[src/include/alo_defs.vh]
// constants for the accumulator load instruction group
`ifndef ALO_DEFS_VH
`define ALO_DEFS_VH
`define ALO_OP_WIDTH        4
`define ALO_OP_NONE         4'h0
`define ALO_OP_WAKE0        4'h1
`define ALO_OP_WAKE1        4'h2
`define ALO_OP_WAKE2        4'h3
`define ALO_OP_CONV_LOW     4'h4
`define ALO_OP_MEMORY       4'h5
`define ALO_OP_CLOCK_CTRL   4'h6
`define ALO_OP_CONV_CTRL    4'h7
`define ALO_OP_STACK_PTR    4'h8
`define ALO_ACC_RESET       4'h0
`define ALO_FILE_RESET      4'h0
`define ALO_CYCLES_PER_OP   1
`endif

[src/design/alo_load_ops.v]
// accumulator load instruction group execution logic
// Operation
// - The first wakeup read copies wakeup control zero into all four accumulator bits.
// - The second wakeup read copies wakeup control one into the accumulator.
// - The third wakeup read copies wakeup control two into the accumulator.
// - Conversion-low read puts result bits 1:0 in accumulator 3:2 and zeros 1:0.
// - Memory load copies the nibble at the memory pointer and xors the file selector.
// - Clock-control read copies the clock control register into the accumulator.
// - Conversion-control read copies the conversion control register into it.
// - Stack-pointer read puts the pointer in bits 2:0 and zero in bit 3.
`timescale 1ns/10ps
`include "alo_defs.vh"

module alo_load_ops #(
    parameter DATA_WIDTH = 4,
    parameter SP_WIDTH   = 3
) (
    // clock and reset
    input  wire                    ref_clk,
    input  wire                    arst_n,
    // decoded instruction
    input  wire                    op_valid,
    input  wire [3:0]              op_code,
    input  wire [3:0]              imm_value,
    // sources
    input  wire [DATA_WIDTH-1:0]   wakeup_control_zero,
    input  wire [DATA_WIDTH-1:0]   wakeup_control_one,
    input  wire [DATA_WIDTH-1:0]   wakeup_control_two,
    input  wire [1:0]              conv_result_low,
    input  wire [DATA_WIDTH-1:0]   mem_data,
    input  wire [DATA_WIDTH-1:0]   clock_control_reg,
    input  wire [DATA_WIDTH-1:0]   conversion_control_reg,
    input  wire [SP_WIDTH-1:0]     stack_pointer,
    input  wire                    carry_in,
    // results
    output reg  [DATA_WIDTH-1:0]   acc,
    output reg  [3:0]              ram_file_sel,
    output reg                     carry,
    output reg                     skip_next,
    output reg                     op_done
);

    // op codes of this group
    localparam [3:0] OP_WAKE0      = `ALO_OP_WAKE0;
    localparam [3:0] OP_WAKE1      = `ALO_OP_WAKE1;
    localparam [3:0] OP_WAKE2      = `ALO_OP_WAKE2;
    localparam [3:0] OP_CONV_LOW   = `ALO_OP_CONV_LOW;
    localparam [3:0] OP_MEMORY     = `ALO_OP_MEMORY;
    localparam [3:0] OP_CLOCK_CTRL = `ALO_OP_CLOCK_CTRL;
    localparam [3:0] OP_CONV_CTRL  = `ALO_OP_CONV_CTRL;
    localparam [3:0] OP_STACK_PTR  = `ALO_OP_STACK_PTR;

    // next values
    reg  [DATA_WIDTH-1:0] next_acc;
    reg  [3:0]            next_file;
    reg                   next_carry;
    reg                   next_skip;
    reg                   next_done;

    // one select line per op
    wire                  sel_wake0;
    wire                  sel_wake1;
    wire                  sel_wake2;
    wire                  sel_conv_low;
    wire                  sel_memory;
    wire                  sel_clock_ctrl;
    wire                  sel_conv_ctrl;
    wire                  sel_stack_ptr;
    wire                  group_hit;

    // true for any code of this group
    function is_group_op;
        input [3:0] code;
        begin
            case (code)
                OP_WAKE0:      is_group_op = 1'b1;
                OP_WAKE1:      is_group_op = 1'b1;
                OP_WAKE2:      is_group_op = 1'b1;
                OP_CONV_LOW:   is_group_op = 1'b1;
                OP_MEMORY:     is_group_op = 1'b1;
                OP_CLOCK_CTRL: is_group_op = 1'b1;
                OP_CONV_CTRL:  is_group_op = 1'b1;
                OP_STACK_PTR:  is_group_op = 1'b1;
                default:       is_group_op = 1'b0;
            endcase
        end
    endfunction

    // valid op with the wanted code
    function match_op;
        input       valid;
        input [3:0] code;
        input [3:0] want;
        begin
            match_op = valid && (code == want);
        end
    endfunction

    // result bits 1:0 land in acc 3:2
    function [DATA_WIDTH-1:0] pack_conv_low;
        input [1:0] res;
        begin
            pack_conv_low      = {DATA_WIDTH{1'b0}};
            pack_conv_low[3:2] = res;
        end
    endfunction

    // pointer in the low bits, top bit cleared
    function [DATA_WIDTH-1:0] pack_stack_ptr;
        input [SP_WIDTH-1:0] sp;
        begin
            pack_stack_ptr               = {DATA_WIDTH{1'b0}};
            pack_stack_ptr[SP_WIDTH-1:0] = sp;
        end
    endfunction

    assign sel_wake0      = match_op(op_valid, op_code, OP_WAKE0);
    assign sel_wake1      = match_op(op_valid, op_code, OP_WAKE1);
    assign sel_wake2      = match_op(op_valid, op_code, OP_WAKE2);
    assign sel_conv_low   = match_op(op_valid, op_code, OP_CONV_LOW);
    assign sel_memory     = match_op(op_valid, op_code, OP_MEMORY);
    assign sel_clock_ctrl = match_op(op_valid, op_code, OP_CLOCK_CTRL);
    assign sel_conv_ctrl  = match_op(op_valid, op_code, OP_CONV_CTRL);
    assign sel_stack_ptr  = match_op(op_valid, op_code, OP_STACK_PTR);
    assign group_hit      = op_valid && is_group_op(op_code);

    // accumulator source select; holds when idle
    always @* begin
        next_acc = acc;
        if (sel_wake0) begin
            next_acc = wakeup_control_zero;
        end else if (sel_wake1) begin
            next_acc = wakeup_control_one;
        end else if (sel_wake2) begin
            next_acc = wakeup_control_two;
        end else if (sel_conv_low) begin
            next_acc = pack_conv_low(conv_result_low);
        end else if (sel_memory) begin
            next_acc = mem_data;
        end else if (sel_clock_ctrl) begin
            next_acc = clock_control_reg;
        end else if (sel_conv_ctrl) begin
            next_acc = conversion_control_reg;
        end else if (sel_stack_ptr) begin
            next_acc = pack_stack_ptr(stack_pointer);
        end
    end

    // file selector changes only on a memory load
    always @* begin
        next_file = ram_file_sel;
        if (sel_memory) begin
            next_file = ram_file_sel ^ imm_value;
        end
    end

    // carry passes through, no skip ever
    always @* begin
        next_carry = carry_in;
        next_skip  = 1'b0;
        next_done  = group_hit;
    end

    always @(posedge ref_clk or negedge arst_n) begin
        if (!arst_n) begin
            acc <= `ALO_ACC_RESET;
        end else begin
            acc <= next_acc;
        end
    end

    always @(posedge ref_clk or negedge arst_n) begin
        if (!arst_n) begin
            ram_file_sel <= `ALO_FILE_RESET;
        end else begin
            ram_file_sel <= next_file;
        end
    end

    always @(posedge ref_clk or negedge arst_n) begin
        if (!arst_n) begin
            carry <= 1'b0;
        end else begin
            carry <= next_carry;
        end
    end

    always @(posedge ref_clk or negedge arst_n) begin
        if (!arst_n) begin
            skip_next <= 1'b0;
        end else begin
            skip_next <= next_skip;
        end
    end

    // one-cycle pulse per executed op
    always @(posedge ref_clk or negedge arst_n) begin
        if (!arst_n) begin
            op_done <= 1'b0;
        end else begin
            op_done <= next_done;
        end
    end

endmodule

[config.mk]
export PLATFORM = sky130hd
export DESIGN_NAME = alo_load_ops
export DESIGN_NICKNAME = d
export VERILOG_FILES = /design/src/design/alo_load_ops.v
export VERILOG_INCLUDE_DIRS = /design/src /design/src/include
export SDC_FILE = /design/constraint.sdc
export NUM_CORES = 1
export LEC_CHECK = 0
export ABC_CLOCK_PERIOD_IN_PS = 1090
export BUFFER_PORTS_ARGS = -buffer_cell sky130_fd_sc_hd__buf_2
export CORE_MARGIN = 3
export CORE_UTILIZATION = 35
export CTS_CLUSTER_DIAMETER = 150
export CTS_CLUSTER_SIZE = 10
export DETAILED_ROUTE_END_ITERATION = 6
export PLACE_DENSITY = 0.7
export SLEW_MARGIN = 20
export SYNTH_ARGS = -nofsm -noshare
export SYNTH_HDL_FRONTEND = slang
export SYNTH_SLANG_ARGS = --single-unit
[constraint.sdc]
create_clock -name ref_clk -period 1.09 [get_ports ref_clk]
set_input_delay 0.1635 -clock ref_clk [delete_from_list [all_inputs] [get_ports ref_clk]]
set_output_delay 0.1635 -clock ref_clk [all_outputs]
set_load 0.03 [all_outputs]
==> tab_implementation.tex, run 1 <==
\begin{tabular}{lr}
\hline
Metric & Value \\
\hline
\multicolumn{2}{l}{\textbf{Final layout}} \\
\quad Fraction of the core area covered by cells at the end of the flow & 61.2\% \\
\quad Fraction of final layout cells with drive strength greater than 1 & 51.6\% \\
\quad Area growth from synthesis to layout & 56.6\% \\
\quad NumNets Final & 203 \\
\quad Diode count & 0 \\
\multicolumn{2}{l}{\textbf{Die}} \\
\quad Height of the chip & 54.2 um \\
\quad Ports placed on the boundary & 52 \\
\quad Core area & 0.00208 mm2 \\
\quad Number of standard-cell rows in the floorplan & 16 \\
\quad Area of the die & 0.00294 mm2 \\
\quad Horizontal die dimension & 54.2 um \\
\quad Starting Density & 39.1\% \\
\multicolumn{2}{l}{\textbf{STA}} \\
\quad Worst hold slack & 141 ps \\
\quad Max Clk Rate & 945 MHz \\
\quad Final number of hold-violating endpoints & 0 \\
\quad Worst setup skew after layout & 0 ps \\
\quad Max Slew Vio Count & 0 \\
\quad Ratio of final minimum period to clock period & 97.0\% \\
\quad Total setup violations reported at the end of the flow & 0 \\
\quad Final critical path time including I/O delays and setup & 1060 ps \\
\quad RSZ-0062 raised after global routing & yes \\
\multicolumn{2}{l}{\textbf{Worst setup path}} \\
\quad Cell Chain, Critical Path & buf\_2 > or2b\_1 > o22ai\_1 > o31ai\_2 > o211ai\_1 \\
\quad End point of the critical path & acc[2] \\
\quad Origin of the critical flop-to-flop path & acc[3] \\
\quad Setup slack on the worst flop-to-flop path & 190 ps \\
\quad Worst-path fanout max & 12 \\
\quad Depth of the most critical reg-to-reg path & 2 \\
\quad CP arrival & 1190 ps \\
\quad Worst Path Required & 1220 ps \\
\quad Type of the worst setup path & input pin to flip-flop \\
\quad Endpoint type of the worst setup path & flip-flop \\
\quad Startpoint of the most critical setup path & op\_code[1] \\
\quad Crit Reg-Reg Endpoint & acc[3] \\
\quad Largest stage delay on the critical path & 290 ps \\
\quad CP Launch Type & input pin \\
\quad Worst-path cell with the longest stage delay & o31ai\_2 \\
\multicolumn{2}{l}{\textbf{Global routing}} \\
\quad Pin count of the biggest net entering global routing & 17 \\
\quad Gr usage total & 18.3\% \\
\quad Number of global-route vias before repair & 909 \\
\quad Initial antenna violation count & 0 \\
\quad Wire length of the first global-routing pass & 3880 um \\
\quad Remaining Overflow, GRT & 0 \\
\multicolumn{2}{l}{\textbf{Logic synthesis}} \\
\quad Number of enable flip-flop cells after synthesis & 0 \\
\quad Share of async-settable or async-resettable flops after synthesis & 100\% \\
\quad Sequential element share of the synthesized area & 30.8\% \\
\quad Synthesized area & 813 um2 \\
\quad Top cells by area, synth & dfrtp\_1 31\%, nand2\_1 5.1\%, xnor2\_1 4.3\%, buf\_6 2.8\%, o31ai\_1 2.8\% \\
\quad Distinct cell type count of the synthesized netlist & 45 \\
\quad Most common cell in the netlist & nand2\_1 \\
\quad Commonest cells post-synth & 11 x nand2\_1, 10 x dfrtp\_1, 5 x nor2\_1 \\
\quad Yosys reg bits & 10 \\
\quad Number of cells produced by synthesis & 95 \\
\quad Net Count, Synth & 136 \\
\quad Synth Warn \# & 0 \\
\quad Leading register cell type out of synthesis & dfrtp\_1 \\
\quad Post-synth top area share & 30.8\% \\
\quad Yosys top cell by area & dfrtp\_1 \\
\quad Average cell area after synthesis & 8.56 um2 \\
\multicolumn{2}{l}{\textbf{Routing}} \\
\quad Iteration-0 DRC Markers & 14 \\
\quad Via count & 959 \\
\quad First drt pass iteration count & 4 \\
\quad Overall routed net length & 2450 um \\
\quad Per-cell routed wire length & 13.0 um \\
\quad Detailed-route vias per instance & 5.10 \\
\quad Number of nets with antenna violations after detailed routing & 0 \\
\quad DRC violations left & 0 \\
\multicolumn{2}{l}{\textbf{CTS}} \\
\quad Clock H-tree levels & 1 \\
\quad Clock buffer depth & 2 \\
\quad Clock insertion delay at the later pin of the skew report & 260 ps \\
\quad Number of setup buffers added after CTS & 0 \\
\quad TritonCTS clock tree & yes \\
\quad Cell at the root of the clock tree & clkbuf\_4 \\
\quad Total CTS buffers & 3 \\
\quad Clk sinks & 10 \\
\quad CTS clock-pin slew for the worst setup and hold paths & 70 ps \\
\multicolumn{2}{l}{\textbf{Hold path}} \\
\quad Type of the tightest min-delay check & input pin to flip-flop \\
\multicolumn{2}{l}{\textbf{Pwr}} \\
\quad Worst voltage drop across the vdd grid & 1040 uV \\
\quad Static leakage & 0.613 nW \\
\quad Areal power density over the cells & 1250 mW/mm2 \\
\multicolumn{2}{l}{\textbf{Placement}} \\
\quad Routability congestion estimate & 0.831 \\
\quad Quantity of I/O buffers inserted on ports & 50 \\
\quad Half-perimeter wire length of the detailed placement result & 2030 um \\
\multicolumn{2}{l}{\textbf{Status}} \\
\quad Status & complete, no violations \\
\multicolumn{2}{l}{\textbf{Job}} \\
\quad Total of max-cap violations & 0 \\
\hline
\end{tabular}
==> stage by stage <==
step / setup TNS, ps / worst slack (ps) / total power, mW / instances / instance area [um2]
after global routing: -46.3 / -16.1 / 1.69 / 188 / 1270
after floorplan: -93.9 / -58.5 / 0.992 / 95 / 856
after detailed placement: -2450 / -322 / 1.26 / 182 / 1210
final: 0 / 32.3 / 1.59 / 188 / 1270
after CTS: 0 / 51.6 / 1.61 / 188 / 1270
after global placement: -2200 / -290 / 1.24 / 182 / 1210
==> registers in the layout, indices dropped and copies added, names as in the netlist <==
name          cells
acc               4
carry             1
op_done           1
ram_file_sel      4
==> power by group <==
part	internal [mW]	switching [mW]	total, mW
Sequential	0.474	0.0618	0.535
Combinational	0.293	0.426	0.718
Clock	0.203	0.132	0.335
Total	0.969	0.620	1.59
==> cell type report <==
class                           count  area (um2)
Fill cell                         209         808
Multi-Input combinational cell     72         526
Timing Repair Buffer               70         408
Sequential cell                    10         250
Clock buffer                        4        36.3
Tap cell                           27        33.8
Inverter                            5        20.0
==> worst min-delay path by stage <==
stage / startpoint / end / depth (start not counted)
global route: imm_value[2] / ram_file_sel[2] / 3
CTS: imm_value[2] / ram_file_sel[2] / 3
global placement: arst_n / acc[2] / 1
detailed placement: arst_n / acc[2] / 1
floorplan: arst_n / acc[0] / 0
finish: imm_value[2] / ram_file_sel[2] / 3
==> critical path: cells and delay by family <==
family,cells,cell delay (ps)
AO/OA/AOI/OAI,3,570
buffers and inverters,1,220
AND/OR/NAND/NOR,1,240
==> routing by layer <==
layer | vias to the layer above | global-route usage, % | routed length [um]
met2 | 30 | 30.5 | 1230
met1 | 436 | 23.2 | 1030
li1 | 489 | - | -
met5 | - | 0 | 0
met3 | 4 | 2.77 | 139
met4 | 0 | 7.47 | 42
==> placed cells by master, fill, tap and decap left out, types with 2 or more instances in the layout <==
cell type / netlist / final
a211oi_1: 2 / 2
a21boi_0: 2 / 2
a21oi_1: 4 / 4
a2bb2oi_1: 2 / 2
a31oi_1: 3 / 3
buf_2: 3 / 49
buf_4: 2 / 19
clkbuf_4: 0 / 3
dfrtp_1: 10 / 10
dlygate4sd3_1: 0 / 2
inv_1: 3 / 3
mux2i_1: 2 / 2
nand2_1: 11 / 11
nand3b_1: 2 / 2
nor2_1: 5 / 5
nor3_1: 2 / 2
o211ai_1: 2 / 2
o21ai_0: 3 / 3
o22ai_1: 2 / 2
o2bb2ai_1: 2 / 2
xnor2_1: 4 / 4
==> cells by family (layout without fill, tap and decap cells) <==
kind of cell | Yosys count | in the layout | share of synthesized area (%)
mux | 2 | 2 | 2.46
simple gates | 29 | 29 | 19.1
xor+xnor | 4 | 4 | 4.31
other cells | 1 | 1 | 0.461
buf+inv | 13 | 79 | 9.23
compound gates | 36 | 36 | 33.7
flops | 10 | 10 | 30.8
==> repair_timing <==
action | in CTS | in global routing
endpoints found under the setup margin | 4 | 4
hold buffers | 2 | 0
resized for setup | 2 | 0
hold endpoints to repair | 11 | 0
Note: power is estimated with default switching activity, not from simulation.
==> run 2: changes to the inputs <==
CORE_MARGIN = not set   (was 3)
CORE_UTILIZATION = 41   (was 35)
PLACE_DENSITY = 0.8   (was 0.7)
==> run 2 against run 1 <==
Global-route usage is 6.6 points higher. First-iteration DRC count increased by 100%. Power up 1.8%. Wire length grew 7.5%. Critical path depth grew 1. Setup slack gained 18 ps. Non-clock buffer count down 1. Critical endpoint is now acc[1]. Largest power group unchanged. Highest routed layer unchanged.
==> tab_implementation.tex, run 2 (same netlist as run 1, synthesis figures left out) <==
\begin{tabular}{lr}
\hline
Metric & Value \\
\hline
\multicolumn{2}{l}{\textbf{Pwr}} \\
\quad Static leakage & 0.620 nW \\
\quad Switching power & 646 uW \\
\quad Worst voltage drop across the vdd grid & 731 uV \\
\quad Share of total power in the clock network & 21.5\% \\
\quad Part of the power in combinational logic & 45.4\% \\
\quad Total design power & 1.62 mW \\
\quad Sw frac & 40.0\% \\
\quad Register share of total power & 33.1\% \\
\quad Internal power summed over all cells & 971 uW \\
\quad Areal power density over the cells & 1260 mW/mm2 \\
\multicolumn{2}{l}{\textbf{Status}} \\
\quad Status & complete, no violations \\
\multicolumn{2}{l}{\textbf{CTS}} \\
\quad Number of setup buffers added after CTS & 0 \\
\quad Clock H-tree levels & 1 \\
\quad Clk sinks & 10 \\
\quad Clock insertion delay at the later pin of the skew report & 270 ps \\
\quad Cell at the root of the clock tree & clkbuf\_4 \\
\quad CTS clock-pin slew for the worst setup and hold paths & 70 ps \\
\quad Clock buffer depth & 2 \\
\quad Total CTS buffers & 3 \\
\quad TritonCTS clock tree & yes \\
\multicolumn{2}{l}{\textbf{Final layout}} \\
\quad Commonest non-fill, non-tap cells in the layout & 48 x buf\_2, 18 x buf\_4, 11 x nand2\_1, 10 x dfrtp\_1, 5 x nor2\_1 \\
\quad Diode count & 0 \\
\quad Most common cell after layout, fill and taps aside & buf\_2 \\
\quad Area growth from synthesis to layout & 57.4\% \\
\quad Fraction of final layout cells with drive strength greater than 1 & 52.5\% \\
\quad NumNets Final & 202 \\
\quad Non-filler instance count after layout & 185 \\
\quad Fin area & 0.00128 mm2 \\
\quad Biggest registers after layout & acc (4), ram\_file\_sel (4) \\
\multicolumn{2}{l}{\textbf{Routing}} \\
\quad Iteration-0 DRC Markers & 28 \\
\quad Overall routed net length & 2630 um \\
\quad DRC violations left & 0 \\
\quad Number of nets with antenna violations after detailed routing & 0 \\
\quad First drt pass iteration count & 4 \\
\quad Detailed-route vias per instance & 5.48 \\
\quad Per-cell routed wire length & 14.2 um \\
\quad Via count & 1014 \\
\multicolumn{2}{l}{\textbf{Die}} \\
\quad Area of the die & 0.00217 mm2 \\
\quad Ports placed on the boundary & 52 \\
\quad Core area & 0.00178 mm2 \\
\quad Height of the chip & 46.5 um \\
\quad Starting Density & 45.6\% \\
\quad Horizontal die dimension & 46.5 um \\
\quad Number of standard-cell rows in the floorplan & 15 \\
\multicolumn{2}{l}{\textbf{Placement}} \\
\quad Routability congestion estimate & 0.881 \\
\quad Post-Place Worst Slack & -313 ps \\
\quad Area post-placement & 0.00120 mm2 \\
\quad Half-perimeter wire length of the detailed placement result & 2010 um \\
\quad Number of instances in the placed design & 179 \\
\quad Quantity of I/O buffers inserted on ports & 50 \\
\multicolumn{2}{l}{\textbf{Worst setup path}} \\
\quad End point of the critical path & acc[1] \\
\quad Worst-path cell with the longest stage delay & or4\_4 \\
\quad Setup slack on the worst flop-to-flop path & 180 ps \\
\quad Largest stage delay on the critical path & 540 ps \\
\quad Origin of the critical flop-to-flop path & acc[3] \\
\quad CP Launch Type & input pin \\
\quad Endpoint type of the worst setup path & flip-flop \\
\quad Crit Reg-Reg Endpoint & acc[3] \\
\quad Worst-path fanout max & 14 \\
\quad Startpoint of the most critical setup path & op\_code[0] \\
\quad Type of the worst setup path & input pin to flip-flop \\
\quad Depth of the most critical reg-to-reg path & 2 \\
\quad CP arrival & 1190 ps \\
\quad Worst Path Required & 1240 ps \\
\quad Cell Chain, Critical Path & buf\_4 > or4\_4 > nand3\_4 > inv\_2 > o32ai\_2 > a31oi\_1 \\
\multicolumn{2}{l}{\textbf{STA}} \\
\quad RSZ-0062 raised after global routing & no \\
\quad Final critical path time including I/O delays and setup & 1040 ps \\
\quad Max Slew Vio Count & 0 \\
\quad Worst setup skew after layout & 0 ps \\
\quad Final critical-path setup slack & 49.9 ps \\
\quad Final number of hold-violating endpoints & 0 \\
\quad Total setup violations reported at the end of the flow & 0 \\
\quad Ratio of final minimum period to clock period & 95.4\% \\
\quad Max Clk Rate & 961 MHz \\
\multicolumn{2}{l}{\textbf{Global routing}} \\
\quad Gr usage total & 24.9\% \\
\quad Number of global-route vias before repair & 912 \\
\quad Pin count of the biggest net entering global routing & 15 \\
\quad Wire length of the first global-routing pass & 3870 um \\
\quad Initial antenna violation count & 0 \\
\quad Remaining Overflow, GRT & 0 \\
\multicolumn{2}{l}{\textbf{Hold path}} \\
\quad Type of the tightest min-delay check & input pin to flip-flop \\
\quad Worst hold path depth & 3 \\
\multicolumn{2}{l}{\textbf{Job}} \\
\quad Total of max-cap violations & 0 \\
\hline
\end{tabular}
[run 2: cell type report]
class	instances	area, um2
clock buffer	4	36.3
sequential	10	250
fill	137	503
inverter	5	20.0
timing repair buffer	69	403
multi-input combinational	72	539
tap	25	31.3
[run 2: repair_timing]
item                       in CTS  in global routing
hold endpoints to repair       10                  1
gates resized for setup         2                  5
pin swaps                       0                  0
hold buffers                    1                  1
setup endpoints to repair       4                  4
[run 2: how the worst min path moves through the flow]
stage / slack, ps / startpoint / end
2_1_floorplan: -130 / arst_n / acc[0]
6_report: 140 / imm_value[2] / ram_file_sel[2]
4_1_cts: 0.6 / carry_in / carry
3_3_place_gp: 30 / arst_n / acc[0]
5_1_grt: 150 / imm_value[0] / ram_file_sel[0]
3_5_place_dp: 40 / arst_n / op_done
[run 2: per-stage QoR]
step,setup TNS [ps],hold slack (ps),util (%)
after floorplan,-93.9,-132,-
after global placement,-2130,34.4,67.3
after detailed placement,-2450,36.3,67.3
after CTS,0,0.568,70.5
after global routing,0,150,71.8
final,0,142,71.8
[run 2: critical path: cells and delay by family]
| kind | cells | cell delay, ps |
|---|---|---|
| AOI/OAI and AO/OA | 2 | 160 |
| and+or+nand+nor | 2 | 650 |
| buffers and inverters | 2 | 230 |
[run 2: per-layer routing]
metal / up-vias / part of all wire, % / track usage [%]
met5: - / 0 / 0
met4: 0 / 0.91 / 7.65
met3: 4 / 7.0 / 3.53
met2: 57 / 50 / 41.7
met1: 467 / 42 / 32.4
li1: 486 / - / -
[run 2: power by group through the flow]
stage | Sequential [mW] | Combinational [mW] | Clock (mW)
2_1_floorplan | 0.751 | 0.241 | 0
3_5_place_dp | 0.543 | 0.714 | 0
6_report | 0.535 | 0.734 | 0.348
5_1_grt | 0.544 | 0.786 | 0.365
4_1_cts | 0.536 | 0.725 | 0.342
3_3_place_gp | 0.539 | 0.702 | 0
==> run 3: changes to the inputs <==
CELL_PAD_IN_SITES_DETAIL_PLACEMENT = 1   (was not set)
CELL_PAD_IN_SITES_GLOBAL_PLACEMENT = 2   (was not set)
CORE_UTILIZATION = 22   (was 41)
PLACE_DENSITY = 0.81   (was 0.8)
==> run 3 against run 2 <==
Maximum frequency up 1.6%. Power up 8.9%. Sequential share of layout area down 1.2 points. Sequential cell count unchanged. Wire length up 11%. Critical path type unchanged. Highest routed layer is now met3.
==> tab_implementation.tex, run 3 (same netlist as run 1, synthesis figures left out) <==
\begin{tabular}{lr}
\hline
Metric & Value \\
\hline
\multicolumn{2}{l}{\textbf{Worst setup path}} \\
\quad Worst-path fanout max & 5 \\
\quad Cell Chain, Critical Path & buf\_2 > or4\_4 > nand3\_4 > a22o\_1 > a31o\_1 \\
\quad Origin of the critical flop-to-flop path & acc[3] \\
\quad Depth of the most critical reg-to-reg path & 2 \\
\quad Endpoint type of the worst setup path & flip-flop \\
\quad Type of the worst setup path & input pin to flip-flop \\
\quad Worst Path Required & 1250 ps \\
\quad CP Launch Type & input pin \\
\quad Setup slack on the worst flop-to-flop path & 160 ps \\
\quad Crit Reg-Reg Endpoint & acc[3] \\
\quad Startpoint of the most critical setup path & op\_code[3] \\
\quad CP arrival & 1190 ps \\
\quad Worst-path cell with the longest stage delay & or4\_4 \\
\quad Largest stage delay on the critical path & 540 ps \\
\quad CP top delay family & simple AND/OR/NAND/NOR gates \\
\quad Number of buffer and inverter instances along the worst setup path & 1 \\
\multicolumn{2}{l}{\textbf{Status}} \\
\quad Status & complete, no violations \\
\multicolumn{2}{l}{\textbf{CTS}} \\
\quad Clk sinks & 10 \\
\quad TritonCTS clock tree & yes \\
\quad Clock H-tree levels & 1 \\
\quad Total CTS buffers & 3 \\
\quad CTS clock-pin slew for the worst setup and hold paths & 50 ps \\
\quad Cell at the root of the clock tree & clkbuf\_8 \\
\quad Clock insertion delay at the later pin of the skew report & 230 ps \\
\quad Number of setup buffers added after CTS & 0 \\
\quad Clock buffer depth & 2 \\
\multicolumn{2}{l}{\textbf{STA}} \\
\quad Worst setup skew after layout & 0 ps \\
\quad Total setup violations reported at the end of the flow & 0 \\
\quad Final number of hold-violating endpoints & 0 \\
\quad Ratio of final minimum period to clock period & 93.9\% \\
\quad Max Clk Rate & 977 MHz \\
\quad Max Slew Vio Count & 0 \\
\quad Setup TNS & 0 ps \\
\quad Final critical path time including I/O delays and setup & 1020 ps \\
\multicolumn{2}{l}{\textbf{Hold path}} \\
\quad Type of the tightest min-delay check & input pin to flip-flop \\
\quad Hold wc startpoint & carry\_in \\
\quad Sink of the worst hold path & carry \\
\quad Worst hold path depth & 1 \\
\multicolumn{2}{l}{\textbf{Global routing}} \\
\quad Initial antenna violation count & 0 \\
\quad Number of global-route vias before repair & 1047 \\
\quad Gr usage total & 15.5\% \\
\quad Remaining Overflow, GRT & 0 \\
\quad Wire length of the first global-routing pass & 4870 um \\
\quad Pin count of the biggest net entering global routing & 19 \\
\multicolumn{2}{l}{\textbf{Final layout}} \\
\quad Commonest non-fill, non-tap cells in the layout & 48 x buf\_2, 20 x buf\_4, 10 x nand2\_1, 10 x dfrtp\_1, 5 x nor2\_1 \\
\quad Area growth from synthesis to layout & 67.5\% \\
\quad Fin area & 0.00136 mm2 \\
\quad Diode count & 0 \\
\quad NumNets Final & 204 \\
\quad Biggest registers after layout & acc (4), ram\_file\_sel (4) \\
\quad Number of fill cells in the layout & 421 \\
\quad Fraction of final layout cells with drive strength greater than 1 & 54.3\% \\
\quad Fraction of the core area covered by cells at the end of the flow & 39.6\% \\
\quad Most common cell after layout, fill and taps aside & buf\_2 \\
\multicolumn{2}{l}{\textbf{Routing}} \\
\quad First drt pass iteration count & 3 \\
\quad Via count & 968 \\
\quad Detailed-route vias per instance & 4.65 \\
\quad Iteration-0 DRC Markers & 22 \\
\quad Per-cell routed wire length & 14.0 um \\
\quad DRC violations left & 0 \\
\quad Number of nets with antenna violations after detailed routing & 0 \\
\quad Overall routed net length & 2920 um \\
\multicolumn{2}{l}{\textbf{Pwr}} \\
\quad Areal power density over the cells & 1290 mW/mm2 \\
\quad Static leakage & 0.656 nW \\
\quad Worst voltage drop across the vdd grid & 347 uV \\
\quad Total design power & 1.76 mW \\
\multicolumn{2}{l}{\textbf{Placement}} \\
\quad Half-perimeter wire length of the detailed placement result & 2470 um \\
\quad Routability congestion estimate & 0.788 \\
\quad Quantity of I/O buffers inserted on ports & 50 \\
\quad Area post-placement & 0.00125 mm2 \\
\multicolumn{2}{l}{\textbf{Die}} \\
\quad Core area & 0.00344 mm2 \\
\quad Number of standard-cell rows in the floorplan & 21 \\
\quad Horizontal die dimension & 62.8 um \\
\quad Height of the chip & 62.8 um \\
\quad Starting Density & 23.6\% \\
\quad Area of the die & 0.00394 mm2 \\
\quad Ports placed on the boundary & 52 \\
\multicolumn{2}{l}{\textbf{Job}} \\
\quad Total of max-cap violations & 0 \\
\hline
\end{tabular}
## run 3: cell type report
type                       count  area [um2]  area share, %
clock buffer                   4        55.1           4.04
inverter                       5        20.0           1.47
multi-input combinational     72         548           40.2
sequential                    10         250           18.4
tap                           46        57.6           4.22
timing repair buffer          71         432           31.7
## run 3: repair_timing
action,CTS,global route
resized for setup,3,10
hold buffers,1,0
pin swaps,0,2
hold endpoints to repair,10,0
endpoints found under the setup margin,8,8
## run 3: worst reg2reg max path: stages, from the launching register on
cell	delay [ps]
dfrtp_1	390
a22o_1	230
a31o_1	200
## run 3: per-layer routing
layer  GRT usage [%]  wire length [um]  vias to the layer above
met2            27.3              1350                       39
li1                -                 -                      487
met4            2.91                 0                        0
met5               0                 0                        -
met3            2.55               150                        0
met1            19.7              1420                      442
## run 3: power by group
group          switching, mW  internal [mW]  leakage (nW)
clock                  0.137          0.317        0.0288
combinational          0.444          0.317         0.506
sequential            0.0705          0.475         0.121
## run 3: stage by stage
stage	std cells	hold WS, ps	setup slack, ps
finish	208	48.1	66.3
global route	208	44.3	-2.03
floorplan	95	-132	-58.5
detailed placement	203	38.4	-382
global placement	203	32.1	-336
CTS	208	41.6	4.07
## run 3: worst max path at each step
stage / end / slack [ps] / depth (start not counted)
after detailed placement: ram_file_sel[1] / -380 / 5
after global placement: ram_file_sel[3] / -340 / 5
after global routing: ram_file_sel[3] / -2 / 5
final: acc[3] / 70 / 5
after floorplan: acc[1] / -60 / 6
after CTS: acc[2] / 4 / 6
